`config.mk`:
```
export PLATFORM = sky130hd
export DESIGN_NAME = dgcs_regs
export DESIGN_NICKNAME = d
export VERILOG_FILES = /design/src/shared/dgcs_pkg.sv /design/src/dgcs_ratio_snapshot.sv /design/src/dgcs_regs.sv
export SDC_FILE = /design/constraint.sdc
export NUM_CORES = 1
export LEC_CHECK = 0
export BUFFER_PORTS_ARGS = -buffer_cell sky130_fd_sc_hd__buf_2
export CORE_AREA = 2 2 109 79
export CTS_BUF_LIST = sky130_fd_sc_hd__clkbuf_8
export DETAILED_ROUTE_END_ITERATION = 10
export DIE_AREA = 0 0 111 81
export HOLD_SLACK_MARGIN = 0.06
export SLEW_MARGIN = 20
export SYNTH_ARGS = -nofsm -noshare
export SYNTH_HDL_FRONTEND = slang
export SYNTH_SLANG_ARGS = --single-unit
```
`constraint.sdc`:
```
create_clock -name i_ref_clk -period 2 [get_ports i_ref_clk]
set_input_delay 0.2 -clock i_ref_clk [delete_from_list [all_inputs] [get_ports i_ref_clk]]
set_output_delay 0.2 -clock i_ref_clk [all_outputs]
set_load 0.05 [all_outputs]
```
`src/shared/dgcs_pkg.sv`:
```
// Constants for the gain, calibration and status register bank
package dgcs_pkg;
   // ---------------------------------------------------------------
   // Register offsets
   // ---------------------------------------------------------------
   localparam logic [7:0] DGCS_ADDR_BOOST    = 8'h3E;
   localparam logic [7:0] DGCS_ADDR_CALIB    = 8'h3F;
   localparam logic [7:0] DGCS_ADDR_STATUS   = 8'h40;
   localparam logic [7:0] DGCS_ADDR_PIN      = 8'h41;
   localparam logic [7:0] DGCS_ADDR_RATIO_B0 = 8'h42;
   localparam logic [7:0] DGCS_ADDR_RATIO_B1 = 8'h43;
   localparam logic [7:0] DGCS_ADDR_RATIO_B2 = 8'h44;
   localparam logic [7:0] DGCS_ADDR_RATIO_B3 = 8'h45;

   // ---------------------------------------------------------------
   // Reset values
   // ---------------------------------------------------------------
   localparam logic [7:0]  DGCS_RST_BOOST = 8'h00;
   localparam logic [7:0]  DGCS_RST_CALIB = 8'h06;
   localparam logic [31:0] DGCS_RST_RATIO = 32'h0000_0000;
   localparam logic [7:0]  DGCS_RST_RDATA = 8'h00;

   // ---------------------------------------------------------------
   // Field positions
   // ---------------------------------------------------------------
   localparam int DGCS_CAL_EN_BIT    = 7;
   localparam int DGCS_CAL_SEL_BIT   = 6;
   localparam int DGCS_CAL_LATCH_BIT = 5;
   localparam int DGCS_MOD_LSB       = 2;
   localparam int DGCS_MOD_MSB       = 3;
   localparam int DGCS_ID_LSB        = 2;
   localparam int DGCS_MUTE_BIT      = 1;
   localparam int DGCS_LOCK_BIT      = 0;
   localparam int DGCS_PIN_BIT       = 0;
   localparam int DGCS_CHANNELS      = 8;

   // Identification code: value is arbitrary
   localparam logic [5:0] DGCS_PART_ID = 6'h15;

   // Stable modulator setting expected from the host
   localparam logic [1:0] DGCS_MOD_STABLE = 2'h2;
endpackage

```
`src/dgcs_ratio_snapshot.sv`:
```
// Snapshot store for the 32-bit rate-ratio number
`timescale 1ns/1ps
module dgcs_ratio_snapshot (
   input  wire logic        i_ref_clk,
   input  wire logic        i_rst_n,
   input  wire logic        i_capture,
   input  wire logic [31:0] i_value,
   output logic      [31:0] o_value
);
   logic [31:0] value_reg;
   logic [31:0] value_next;

   always_comb begin
      value_next = value_reg;
      if (i_capture) begin
         value_next = i_value;
      end
   end

   always_ff @(posedge i_ref_clk) begin
      if (!i_rst_n) begin
         value_reg <= dgcs_pkg::DGCS_RST_RATIO;
      end else begin
         value_reg <= value_next;
      end
   end

   assign o_value = value_reg;
endmodule

```
`src/dgcs_regs.sv`:
```
// Gain, calibration and status register bank of the converter
`timescale 1ns/1ps
module dgcs_regs (
   input  wire logic        i_ref_clk,
   input  wire logic        i_rst_n,
   // Byte register port from the serial control interface
   input  wire logic [7:0]  i_reg_addr,
   input  wire logic        i_reg_wr,
   input  wire logic [7:0]  i_reg_wdata,
   input  wire logic        i_reg_rd,
   output logic      [7:0]  o_reg_rdata,
   output logic             o_reg_rvalid,
   // Datapath status, same clock
   input  wire logic        i_pcm_mode,
   input  wire logic        i_automute_active,
   input  wire logic        i_loop_locked,
   input  wire logic        i_timing_master,
   input  wire logic        i_fixed_oversample_clock_mode,
   input  wire logic [31:0] i_rate_ratio,
   input  wire logic [31:0] i_nco_ratio,
   // Asynchronous pin
   input  wire logic        i_general_pin_one,
   // Controls to the datapath
   output logic      [7:0]  o_channel_boost_active,
   output logic             o_calib_enable,
   output logic             o_calib_use_second_analog_input,
   output logic             o_calib_continuous,
   output logic      [1:0]  o_modulator_shaping,
   output logic             o_nco_enable
);
   // ---------------------------------------------------------------
   // Address decode
   // ---------------------------------------------------------------
   function automatic logic addr_is(input logic [7:0] a,
                                    input logic [7:0] target);
      addr_is = (a == target);
   endfunction

   // ---------------------------------------------------------------
   // Pin synchroniser
   // ---------------------------------------------------------------
   logic pin_meta_reg;
   logic pin_sync_reg;
   logic pin_meta_next;
   logic pin_sync_next;

   always_comb begin
      pin_meta_next = i_general_pin_one;
      pin_sync_next = pin_meta_reg;
   end

   always_ff @(posedge i_ref_clk) begin
      if (!i_rst_n) begin
         pin_meta_reg <= 1'b0;
         pin_sync_reg <= 1'b0;
      end else begin
         pin_meta_reg <= pin_meta_next;
         pin_sync_reg <= pin_sync_next;
      end
   end

   // ---------------------------------------------------------------
   // Writable registers
   // ---------------------------------------------------------------
   logic [7:0] channel_boost_enables_reg;
   logic [7:0] channel_boost_enables_next;
   logic [7:0] calibration_modulator_config_reg;
   logic [7:0] calibration_modulator_config_next;

   always_comb begin
      channel_boost_enables_next        = channel_boost_enables_reg;
      calibration_modulator_config_next = calibration_modulator_config_reg;
      if (i_reg_wr && addr_is(i_reg_addr, dgcs_pkg::DGCS_ADDR_BOOST)) begin
         channel_boost_enables_next = i_reg_wdata;
      end
      if (i_reg_wr && addr_is(i_reg_addr, dgcs_pkg::DGCS_ADDR_CALIB)) begin
         // Stored as written; a wrong modulator code only hurts noise
         calibration_modulator_config_next = i_reg_wdata;
      end
      // Other offsets have no write path at all
   end

   always_ff @(posedge i_ref_clk) begin
      if (!i_rst_n) begin
         channel_boost_enables_reg        <= dgcs_pkg::DGCS_RST_BOOST;
         calibration_modulator_config_reg <= dgcs_pkg::DGCS_RST_CALIB;
      end else begin
         channel_boost_enables_reg        <= channel_boost_enables_next;
         calibration_modulator_config_reg <= calibration_modulator_config_next;
      end
   end

   // ---------------------------------------------------------------
   // Controls to the datapath
   // ---------------------------------------------------------------
   genvar ch;
   generate
      for (ch = 0; ch < dgcs_pkg::DGCS_CHANNELS; ch++) begin : g_boost
         // Gain stage sits before channel mapping, so index is pre-map
         assign o_channel_boost_active[ch] =
            channel_boost_enables_reg[ch] & i_pcm_mode;
      end
   endgenerate

   logic cal_en;
   logic cal_sel;
   assign cal_en  =
      calibration_modulator_config_reg[dgcs_pkg::DGCS_CAL_EN_BIT];
   assign cal_sel =
      calibration_modulator_config_reg[dgcs_pkg::DGCS_CAL_SEL_BIT];

   // Cleared select is reserved, so calibration waits for it
   assign o_calib_enable = cal_en & cal_sel;
   assign o_calib_use_second_analog_input = cal_sel;
   assign o_calib_continuous = o_calib_enable &
      calibration_modulator_config_reg[dgcs_pkg::DGCS_CAL_LATCH_BIT];
   assign o_modulator_shaping = calibration_modulator_config_reg
      [dgcs_pkg::DGCS_MOD_MSB:dgcs_pkg::DGCS_MOD_LSB];
   assign o_nco_enable = (i_nco_ratio != 32'h0000_0000);

   // ---------------------------------------------------------------
   // Status composition
   // ---------------------------------------------------------------
   logic       lock_flag;
   logic [7:0] status_byte;
   logic [7:0] pin_byte;

   assign lock_flag = (i_loop_locked & ~i_timing_master) | i_timing_master
                    | i_fixed_oversample_clock_mode | o_nco_enable;

   always_comb begin
      status_byte = 8'h00;
      status_byte[7:dgcs_pkg::DGCS_ID_LSB] = dgcs_pkg::DGCS_PART_ID;
      status_byte[dgcs_pkg::DGCS_MUTE_BIT] = i_automute_active;
      status_byte[dgcs_pkg::DGCS_LOCK_BIT] = lock_flag;
      pin_byte = 8'h00;
      pin_byte[dgcs_pkg::DGCS_PIN_BIT] = pin_sync_reg;
   end

   // ---------------------------------------------------------------
   // Ratio snapshot
   // ---------------------------------------------------------------
   logic        ratio_capture;
   logic [31:0] ratio_live;
   logic [31:0] ratio_held;

   // Unlocked loop offers no meaningful ratio, so zero is captured
   assign ratio_live = i_loop_locked ? i_rate_ratio
                                     : dgcs_pkg::DGCS_RST_RATIO;
   assign ratio_capture = i_reg_rd &&
      addr_is(i_reg_addr, dgcs_pkg::DGCS_ADDR_RATIO_B0);

   dgcs_ratio_snapshot u_snapshot (
      .i_ref_clk (i_ref_clk),
      .i_rst_n   (i_rst_n),
      .i_capture (ratio_capture),
      .i_value   (ratio_live),
      .o_value   (ratio_held)
   );

   // ---------------------------------------------------------------
   // Read path
   // ---------------------------------------------------------------
   logic [7:0] rdata_reg;
   logic [7:0] rdata_next;
   logic       rvalid_reg;
   logic       rvalid_next;

   always_comb begin
      rdata_next  = rdata_reg;
      rvalid_next = i_reg_rd;
      if (i_reg_rd) begin
         case (i_reg_addr)
            dgcs_pkg::DGCS_ADDR_BOOST: begin
               rdata_next = channel_boost_enables_reg;
            end
            dgcs_pkg::DGCS_ADDR_CALIB: begin
               rdata_next = calibration_modulator_config_reg;
            end
            dgcs_pkg::DGCS_ADDR_STATUS: begin
               rdata_next = status_byte;
            end
            dgcs_pkg::DGCS_ADDR_PIN: begin
               rdata_next = pin_byte;
            end
            dgcs_pkg::DGCS_ADDR_RATIO_B0: begin
               // Same value that the snapshot takes this edge
               rdata_next = ratio_live[7:0];
            end
            dgcs_pkg::DGCS_ADDR_RATIO_B1: begin
               rdata_next = ratio_held[15:8];
            end
            dgcs_pkg::DGCS_ADDR_RATIO_B2: begin
               rdata_next = ratio_held[23:16];
            end
            dgcs_pkg::DGCS_ADDR_RATIO_B3: begin
               rdata_next = ratio_held[31:24];
            end
            default: begin
               rdata_next = 8'h00;
            end
         endcase
      end
   end

   always_ff @(posedge i_ref_clk) begin
      if (!i_rst_n) begin
         rdata_reg  <= dgcs_pkg::DGCS_RST_RDATA;
         rvalid_reg <= 1'b0;
      end else begin
         rdata_reg  <= rdata_next;
         rvalid_reg <= rvalid_next;
      end
   end

   assign o_reg_rdata  = rdata_reg;
   assign o_reg_rvalid = rvalid_reg;
endmodule
```
; ---- Word-level counts from Yosys, hierarchy flattened
; Cells that the tools add are included.
[word_totals]
ff_bits = 59
in_bits = 90
[classes]
eq_ne = 8
muxes = 2
n_bitwise = 15
n_reduce_logical = 4
[ops]
columns = op, count
row1 = $pmux W8 S8, 1
row2 = $eq A8 B7 Y1 const B, 6
row3 = $mux W32, 1
row4 = $reduce_bool A32 Y1, 1
row5 = $eq A8 B6 Y1 const B, 2
row6 = $and A1 B1 Y1, 11
row7 = $logic_and A1 B1 Y1, 3
row8 = $or A1 B1 Y1, 3
row9 = $not A1 Y1, 1

; ---- Longest topological paths before layout
; Gate-level depths: netlist of run 1.
[logic_depth]
depth_word = 6
ltp_mapped = 7

; ---- Cells and area by module
; From an unflattened synthesis of run 1, not the netlist that was laid out.
[unflattened]
cells_unflattened = 367
hier_area_um2 = 3193.1
[modules_own_cells]
columns = module, instances, cells_each, area_per_inst_um2, seq_area_each_um2
row1 = dgcs_regs, 1, 264, 1949.4, 540.5
row2 = dgcs_ratio_snapshot, 1, 103, 1243.7, 640.6

; ---- Worst setup path after synthesis of run 1
; OpenSTA, ideal clock, no wires.
[synth_path]
path_type = input to register
start = input port i_reg_addr[5]
end = register u_snapshot.value_reg[18], in the netlist u_snapshot.o_value[18]
setup_time_ps = 66
t_arrival_ps = 1776
path_slack_ps = 158
path_stages = 6
path_cell_list = or4b_4 -> or2_4 -> nor4b_4 -> buf_6 -> nand3_1 -> a21boi_2
[synth_between]
elab_chain_cells = 2
[synth_rtl]
columns = element, line
row1 = from (decl), dgcs_regs.sv:7  ; input wire logic [7:0] i_reg_addr,
row2 = $eq A8 B7 Y1, dgcs_regs.sv:36  ; addr_is = (a == target);
row3 = $logic_and A1 B1 Y1, dgcs_regs.sv:150  ; assign ratio_capture = i_reg_rd &&
row4 = to (signal assigned), dgcs_ratio_snapshot.sv:22  ; value_reg <= dgcs_pkg::DGCS_RST_RATIO;
row5 = to (signal assigned), dgcs_ratio_snapshot.sv:24  ; value_reg <= value_next;
row6 = to (decl), dgcs_ratio_snapshot.sv:10  ; logic [31:0] value_reg;
; Every way passes these cells.
; A chain may end at the register's enable or synchronous reset.

; ---- Final worst setup path of run 1
[layout_path]
start = input port i_reg_addr[5]
end = register u_snapshot.value_reg[15], in the netlist u_snapshot.o_value[15]
; Same word-level chain as after synthesis.

==> flow_summary.ini, run 1 <==
[placed_design]
dp.cells = 528
numPortBuffers = 112
pre_cts_ws_ns = 0.0228
hpwl_mm = 6.40
routabilityCongestion = 0.800
dpl_cell_area_um2 = 3400

[cells_and_area]
finalNonFillerCells = 536
n_antenna_cell = 0
drive_gt1_share_pct = 39.2
num-nets-final = 520
final_common_cell = buf_2
final_cell_area_um2 = 3490
final_cell_mix = buf_2, nand2_1, dfxtp_1
largest_register_ffs = 24
syn_to_final_growth_pct = 28.8
final_util_pct = 43.1

[critical_path]
path_cells = buf_2, or4b_4, or2_4, nor4b_4, buf_12, nand3_1, a21boi_2
cp-end-kind = register
required_ns = 2.25
cp_max_fo = 24
rrSetupSlack_ns = 0.82
max_stage_delay_ns = 0.55
cp_num_buf_inv = 2
cp_top_family = simple AND/OR/NAND/NOR gates
worstPathArrival_ns = 1.90
slowest_stage = or4b_4
setup.worst_path.start_class = input pin
critPathKind = in -> reg

[timing]
finalSetupViolCount = 0
final_hold_viol_count = 0
final.min_clock_period_ns = 1.65
period_share_pct = 82.5
finalMaxSlewViolations = 0
fin_tns_setup_ns = 0
rsz0062_at_grt = no
worst_slew_pin_slew_ns = 0.530
fmax_ghz = 0.606
skew_ns = 0.0121
whs_ns = 0.0931
max_slew_margin_pct = 64.7
fin_ws_ns = 0.349

[logic_synthesis]
synthAdderAreaFrac_pct = 0
synth_sequential_area_ratio_pct = 37.7
synth_top_family_by_area = simple AND/OR/NAND/NOR gates
syn-num-nets = 411
synth_top_area_share_pct = 37.7
ys_top_cells_by_area = dfxtp_1, nand2_1, a21boi_2
synth-compound-area-share_pct = 23.4
synth_edf_count = 0
synth_xor_area_share_pct = 0
syn-cell-area_um2 = 2710
ys_ff_latch = 51
yosysTopAreaCell = dfxtp_1
synth_flop_cell = dfxtp_1
async_flop_share_pct = 0
synthCells = 321
synth_cell_types = 41
yosysWarnings = 0
syn_area_per_cell_um2 = 8.44
synthSimpleGateAreaFrac_pct = 29.4
synthMuxAreaShare_pct = 4.48

[power_and_ir_drop]
ir_drop_v = 0.000245
switching_share_pct = 25.4
clkPwrFrac_pct = 32.8
internal-power_mw = 1.38
power.total_mw = 1.85
power.density_nw_per_um2 = 530
p_switching_uw = 470
p_leak_nw = 1.37
seqPwrFrac_pct = 55.1
comb_power_share_pct = 12.1

[grt]
grt_pass1_wl_mm = 13.0
grt_pass1_vias = 2581
grt_max_degree = 32
grt_use_total_pct = 18.2
antenna_found_initial = 0
grt-ovfl-total = 0

[clocking]
cts_setup_buffers = 0
cts_tree = done
cts_made_buffers = 5
clk_pin_slew_ns = 0.10
cts_buffer_depth = 2
h-tree-depth = 2
holdBufCountCts = 0
post_cts_resized = 0
insertion_delay_ns = 0.31
clock_sinks = 51
root_buffer = clkbuf_8

[run]
drv_cap = 0

[routing]
drt-pass1-iter-count = 4
ant_nets = 0
post_drt_wl_per_cell_um = 15.4
drc_errors = 0
drt_iter0_drc = 104
via_per_inst = 5.07
vias = 2716
drt-total-wl_mm = 8.27

[die]
die_area_um2 = 8990
die_w_um = 111
start_util_pct = 33.5
row_count = 28
pin_count = 113
coreArea_um2 = 8090
dieHeight_um = 81

[run_status]
outcome = complete, no violations

[min_path]
hp-class = in -> reg
==> power groups by stage <==
stage | registers (mW) | clock network [mW] | logic [mW]
6_report | 1.02 | 0.606 | 0.224
5_1_grt | 1.02 | 0.673 | 0.242
4_1_cts | 1.02 | 0.628 | 0.225
3_5_place_dp | 1.04 | 0 | 0.225
3_3_place_gp | 1.04 | 0 | 0.224
2_1_floorplan | 1.05 | 0 | 0.0896
==> Yosys cell counts, types with 2 or more instances <==
library cell / instances
a31oi_1: 4
nand2_1: 67
a211o_1: 2
and2_1: 12
dfxtp_1: 51
a32oi_1: 3
a21oi_1: 11
a22oi_1: 5
and3_1: 2
a21boi_2: 20
o21ai_0: 11
buf_6: 4
nand3b_1: 8
inv_1: 2
mux2i_1: 2
nor4_1: 8
nand4b_1: 2
nor2b_1: 8
nand4_1: 4
nand3_1: 27
nand2b_1: 2
nor4bb_1: 2
clkbuf_1: 19
buf_4: 2
a21boi_0: 19
mux2_2: 9
==> area by class of cell <==
| type | instances | area, um^2 |
|---|---|---|
| Multi-Input combinational cell | 243 | 1560 |
| Inverter | 2 | 7.51 |
| Tap cell | 105 | 131 |
| Fill cell | 839 | 4600 |
| Clock inverter | 3 | 20.0 |
| Sequential cell | 51 | 1020 |
| Timing Repair Buffer | 127 | 686 |
| Clock buffer | 5 | 68.8 |
==> routing by layer <==
layer	vias up	track usage, %	share of wire (%)	wire [um]
met3	2	4.25	7.1	588
met1	1263	24.8	48	3960
met5	-	0	0	0
li1	1353	-	-	-
met4	0	3.38	0.13	11
met2	98	30.1	45	3710
==> worst paths after layout <==
path,start,endpoint,cells after the start
setup / recovery,i_reg_addr[5],u_snapshot.o_value[15]$_SDFFE_PN0P_,7
hold / removal,i_general_pin_one,pin_meta_reg$_SDFF_PN0_,2
hold reg to reg,pin_meta_reg$_SDFF_PN0_,pin_sync_reg$_SDFF_PN0_,1
setup reg to reg,u_snapshot.o_value[19]$_SDFFE_PN0P_,o_reg_rdata[3]$_SDFFE_PN0P_,5
==> logic make-up (layout without fill, tap and decap cells) <==
kind of cell / Yosys count / count (layout)
AOI/OAI and AO/OA: 81 / 81
buffers and inverters: 27 / 137
DFF: 51 / 51
muxes: 11 / 11
and+or+nand+nor: 151 / 151
No activity file was read; power rests on OpenSTA's default activity.
==> run 2: changes to the inputs <==
Settings changed: ABC_AREA set to 1.
Clock period 2 ns to 1.5 ns, I/O delays scaled along.
==> flow_summary.ini, run 2 <==
[run_status]
outcome = complete, no violations

[logic_synthesis]
synth_edf_count = 0
synth_top_area_share_pct = 37.4
async_flop_share_pct = 0
syn-cell-area_um2 = 2730
yosysTopAreaCell = dfxtp_1
ys_top_cells_by_area = dfxtp_1, nand2_1, a21oi_1
syn-num-nets = 497
syn_area_per_cell_um2 = 6.70
synth_flop_cell = dfxtp_1
post-synth-top-count-cell = nand2_1
synth_common_cells = nand2_1, dfxtp_1, inv_1
synth_cell_types = 22
yosysWarnings = 0
synth_sequential_area_ratio_pct = 37.4
synthCells = 407
ys_ff_latch = 51

[routing]
vias = 2923
drt-pass1-iter-count = 4
ant_nets = 0
drt-total-wl_mm = 7.87
route.met2.wl_mm = 3.34
drt_iter0_drc = 109
via_per_inst = 4.68
post_drt_wl_per_cell_um = 12.6
wl_met1_mm = 3.83
drc_errors = 0
dr_wl_met3_um = 577
routed.top_layer = met4

[power_and_ir_drop]
power.total_mw = 2.42
p_leak_nw = 1.66
power.density_nw_per_um2 = 695
ir_drop_v = 0.000345

[clocking]
cts_made_buffers = 5
cts_buffer_depth = 2
clk_pin_slew_ns = 0.09
h-tree-depth = 2
root_buffer = clkbuf_8
clock_sinks = 51
insertion_delay_ns = 0.30
cts_tree = done

[die]
coreArea_um2 = 8090
start_util_pct = 33.7
dieHeight_um = 81
die_w_um = 111
row_count = 28
die_area_um2 = 8990
pin_count = 113

[run]
drv_cap = 0

[grt]
grt_max_degree = 40
grt_pass1_wl_mm = 12.6
grt_use_total_pct = 17.4
grt_pass1_vias = 2817
grt-ovfl-total = 0
antenna_found_initial = 0

[critical_path]
critPathKind = reg -> out
worstPathArrival_ns = 1.15
cp_max_fo = 4
worst_r2r_path_depth = 6
rrSetupSlack_ns = 0.51
required_ns = 1.35
cp-end-kind = primary output
setup.worst_path.start_class = register

[timing]
fmax_ghz = 0.769
skew_ns = 0.00420
finalSetupViolCount = 0
final.min_clock_period_ns = 1.30
fin_tns_setup_ns = 0
fin_ws_ns = 0.200
max_slew_margin_pct = 71.9
period_share_pct = 86.6
whs_ns = 0.0707
worst_slew_pin_slew_ns = 0.421
rsz0062_at_grt = no
final_hold_viol_count = 0
finalMaxSlewViolations = 0

[placed_design]
pre_cts_ws_ns = 0.0268
numPortBuffers = 112
dpl_cell_area_um2 = 3390
dp.cells = 615
hpwl_mm = 6.22
routabilityCongestion = 0.869

[cells_and_area]
final_util_pct = 43.1
drive_gt1_share_pct = 30.8
final_cell_area_um2 = 3490
final_common_cell = buf_2
num-nets-final = 608
largest_register_ffs = 24
finalNonFillerCells = 624
final_cell_mix = buf_2, nand2_1, dfxtp_1
syn_to_final_growth_pct = 27.8
n_antenna_cell = 0

[min_path]
hp-class = in -> reg
hold_depth = 3
[run 2: changes by cell type in the layout (fill, tap and decap cells not counted), moves of 19 or more]
cell	before	now
nand2_1	67	105
nor2_1	0	46
a21oi_1	11	47
a21boi_0	19	0
inv_1	3	49
a21boi_2	20	0
[run 2: cell families after synthesis]
kind of cell,after synthesis,synth area share [%]
AND/OR/NAND/NOR,203,32.1
AO/OA/AOI/OAI,81,18.7
buffers and inverters,72,11.8
flip-flops,51,37.4
[run 2: final cells by class]
| cell class | instances | area (um^2) |
|---|---|---|
| multi-input combinational | 284 | 1390 |
| clock buffer | 5 | 68.8 |
| inverter | 53 | 204 |
| fill | 895 | 4610 |
| sequential | 51 | 1020 |
| timing repair buffer | 123 | 658 |
| tap | 105 | 131 |
| clock inverter | 3 | 16.3 |
[run 2: path summary, 6_finish.rpt]
| kind | from | endpoint |
|---|---|---|
| worst min register to register | pin_meta_reg$_SDFF_PN0_ | pin_sync_reg$_SDFF_PN0_ |
| worst max register to register | u_snapshot.o_value[17]$_SDFFE_PN0P_ | o_reg_rdata[1]$_SDFFE_PN0P_ |
| worst max-delay path | calibration_modulator_config_reg[6]$_SDFFE_PN0P_ | o_calib_continuous |
| worst min-delay path | i_reg_wdata[1] | calibration_modulator_config_reg[1]$_SDFFE_PN1P_ |
[run 2: worst max-delay path, stage by stage (launching register included)]
cell	delay, ns
dfxtp_1	0.40
nand2_1	0.11
nor2_2	0.08
buf_2	0.26
[run 2: power breakdown]
group | switching [mW] | total (mW) | internal, mW
Sequential | 0.00198 | 1.36 | 1.36
Combinational | 0.160 | 0.284 | 0.124
Clock | 0.459 | 0.780 | 0.320
[run 2: layer usage]
metal	track usage, %	up-vias
met3	3.81	11
met1	23.2	1299
met4	5.00	0
met5	0	-
li1	-	1518
met2	28.8	95
[run 2: timing repair]
item | CTS | global route
hold buffers | 1 | 0
buffers inserted | 0 | 0
hold endpoints to repair | 1 | 0
resized for setup | 0 | 0
==> run 3: changes to the inputs <==
Settings changed: ABC_AREA 1 to not set.
==> flow_summary.ini, run 3 (synthesis results as in run 1) <==
[cells_and_area]
num-nets-final = 540
n_antenna_cell = 0
final_common_cell = buf_2
final_cell_mix = buf_2, nand2_1, dfxtp_1
syn_to_final_growth_pct = 39.8
fillers = 824
drive_gt1_share_pct = 43.5
largest_register_ffs = 24

[critical_path]
worstPathArrival_ns = 1.86
critPathKind = in -> reg
worst_r2r_path_depth = 5
cp_top_family = simple AND/OR/NAND/NOR gates
cp_max_fo = 12
max_stage_delay_ns = 0.54
path_cells = buf_6, or4b_4, or2_4, nor4b_4, buf_6, clkbuf_16, nand3_1, a21boi_2
required_ns = 1.76
cp-end-kind = register
r2r-end = o_reg_rdata[3]$_SDFFE_PN0P_
setup.worst_path.start_class = input pin
rr_startpoint = u_snapshot.o_value[19]$_SDFFE_PN0P_
rrSetupSlack_ns = 0.18
crit_top_cell = buf_6
cp_num_buf_inv = 3
slowest_stage = or4b_4

[timing]
skew_ns = 0.00618
fin_ws_ns = -0.0980
worst_slew_pin_slew_ns = 0.380
finalMaxSlewViolations = 0
period_share_pct = 107
final.min_clock_period_ns = 1.60
final_hold_viol_count = 0
fmax_ghz = 0.626
max_slew_margin_pct = 74.7
finalSetupViolCount = 24
rsz0062_at_grt = yes
whs_ns = 0.0645

[routing]
drt-total-wl_mm = 8.68
drt_iter0_drc = 122
drc_errors = 0
dr_wl_met3_um = 666
drt-pass1-iter-count = 4
routed.top_layer = met4
via_per_inst = 5.07
post_drt_wl_per_cell_um = 15.6
vias = 2817
route.met2.wl_mm = 3.73
ant_nets = 0
wl_met1_mm = 4.20

[clocking]
insertion_delay_ns = 0.31
cts_tree = done
cts_buffer_depth = 2
clk_pin_slew_ns = 0.10
root_buffer = clkbuf_8
h-tree-depth = 2
clock_sinks = 51
cts_made_buffers = 5

[grt]
grt_use_total_pct = 18.6
grt_pass1_wl_mm = 13.3
grt-ovfl-total = 0
grt_pass1_vias = 2714
grt_max_degree = 27
antenna_found_initial = 0

[run_status]
outcome = finished with violations
violations = setup timing

[die]
die_area_um2 = 8990
die_w_um = 111
coreArea_um2 = 8090
row_count = 28
pin_count = 113
start_util_pct = 33.5
dieHeight_um = 81

[min_path]
min_from = i_reg_wdata[2]
hold_end = calibration_modulator_config_reg[2]$_SDFFE_PN1P_
hp-class = in -> reg
hold_depth = 3

[power_and_ir_drop]
p_leak_nw = 1.51
power.density_nw_per_um2 = 718
power.total_mw = 2.72
ir_drop_v = 0.000363

[placed_design]
routabilityCongestion = 0.780
hpwl_mm = 6.68
numPortBuffers = 112

[run]
drv_cap = 0
-- run 3: layer usage --
layer	GRT usage, %	vias to the layer above
met1	26.1	1300
met3	4.70	10
met2	29.4	117
li1	-	1390
met5	0	-
met4	3.75	0
-- run 3: what timing repair did --
action,CTS,global route
gates resized for setup,4,12
buffers inserted,0,2
cloned,0,2
pin swaps,0,3
hold buffers,1,0
hold endpoints to repair,1,0
setup endpoints to repair,24,32
-- run 3: layout make-up --
cell class                 count  area [um^2]  share of cell area [%]
multi-input combinational    243         1600                    42.3
clock buffer                   6         82.6                    2.18
inverter                       2         7.51                   0.198
timing repair buffer         147          908                    24.0
sequential                    51         1020                    26.9
tap                          105          131                    3.47
clock inverter                 2         35.0                   0.925
-- run 3: worst min-delay path, stage by stage --
cell and delay (ns):
buf_2 0.09, nand2_1 0.04, nand3_1 0.07
-- run 3: worst max path at each step --
stage / end / cells after the start / from / slack (ns)
floorplan: u_snapshot.o_value[18]$_SDFFE_PN0P_ / 6 / i_reg_addr[5] / -0.25
global placement: u_snapshot.o_value[31]$_SDFFE_PN0P_ / 7 / i_reg_addr[5] / -0.32
detailed placement: u_snapshot.o_value[24]$_SDFFE_PN0P_ / 7 / i_reg_addr[5] / -0.37
CTS: u_snapshot.o_value[22]$_SDFFE_PN0P_ / 7 / i_reg_addr[5] / -0.04
global route: u_snapshot.o_value[9]$_SDFFE_PN0P_ / 8 / i_reg_addr[5] / -0.14
finish: u_snapshot.o_value[11]$_SDFFE_PN0P_ / 8 / i_reg_addr[5] / -0.1
-- run 3: power by group --
group | switching, mW | internal, mW | total [mW]
logic | 0.160 | 0.181 | 0.341
clock network | 0.479 | 0.541 | 1.02
registers | 0.00156 | 1.36 | 1.36
-- run 3: stage by stage --
stage	cell area (um^2)	setup TNS (ns)	std cells	util (%)	worst slack [ns]
floorplan	2720	-5.51	321	-	-0.250
global placement	3540	-9.89	543	43.7	-0.324
detailed placement	3540	-10.82	543	43.7	-0.370
CTS	3670	-0.430	552	45.3	-0.0448
global route	3790	-2.89	556	46.8	-0.137
finish	3790	-1.84	556	46.8	-0.0980
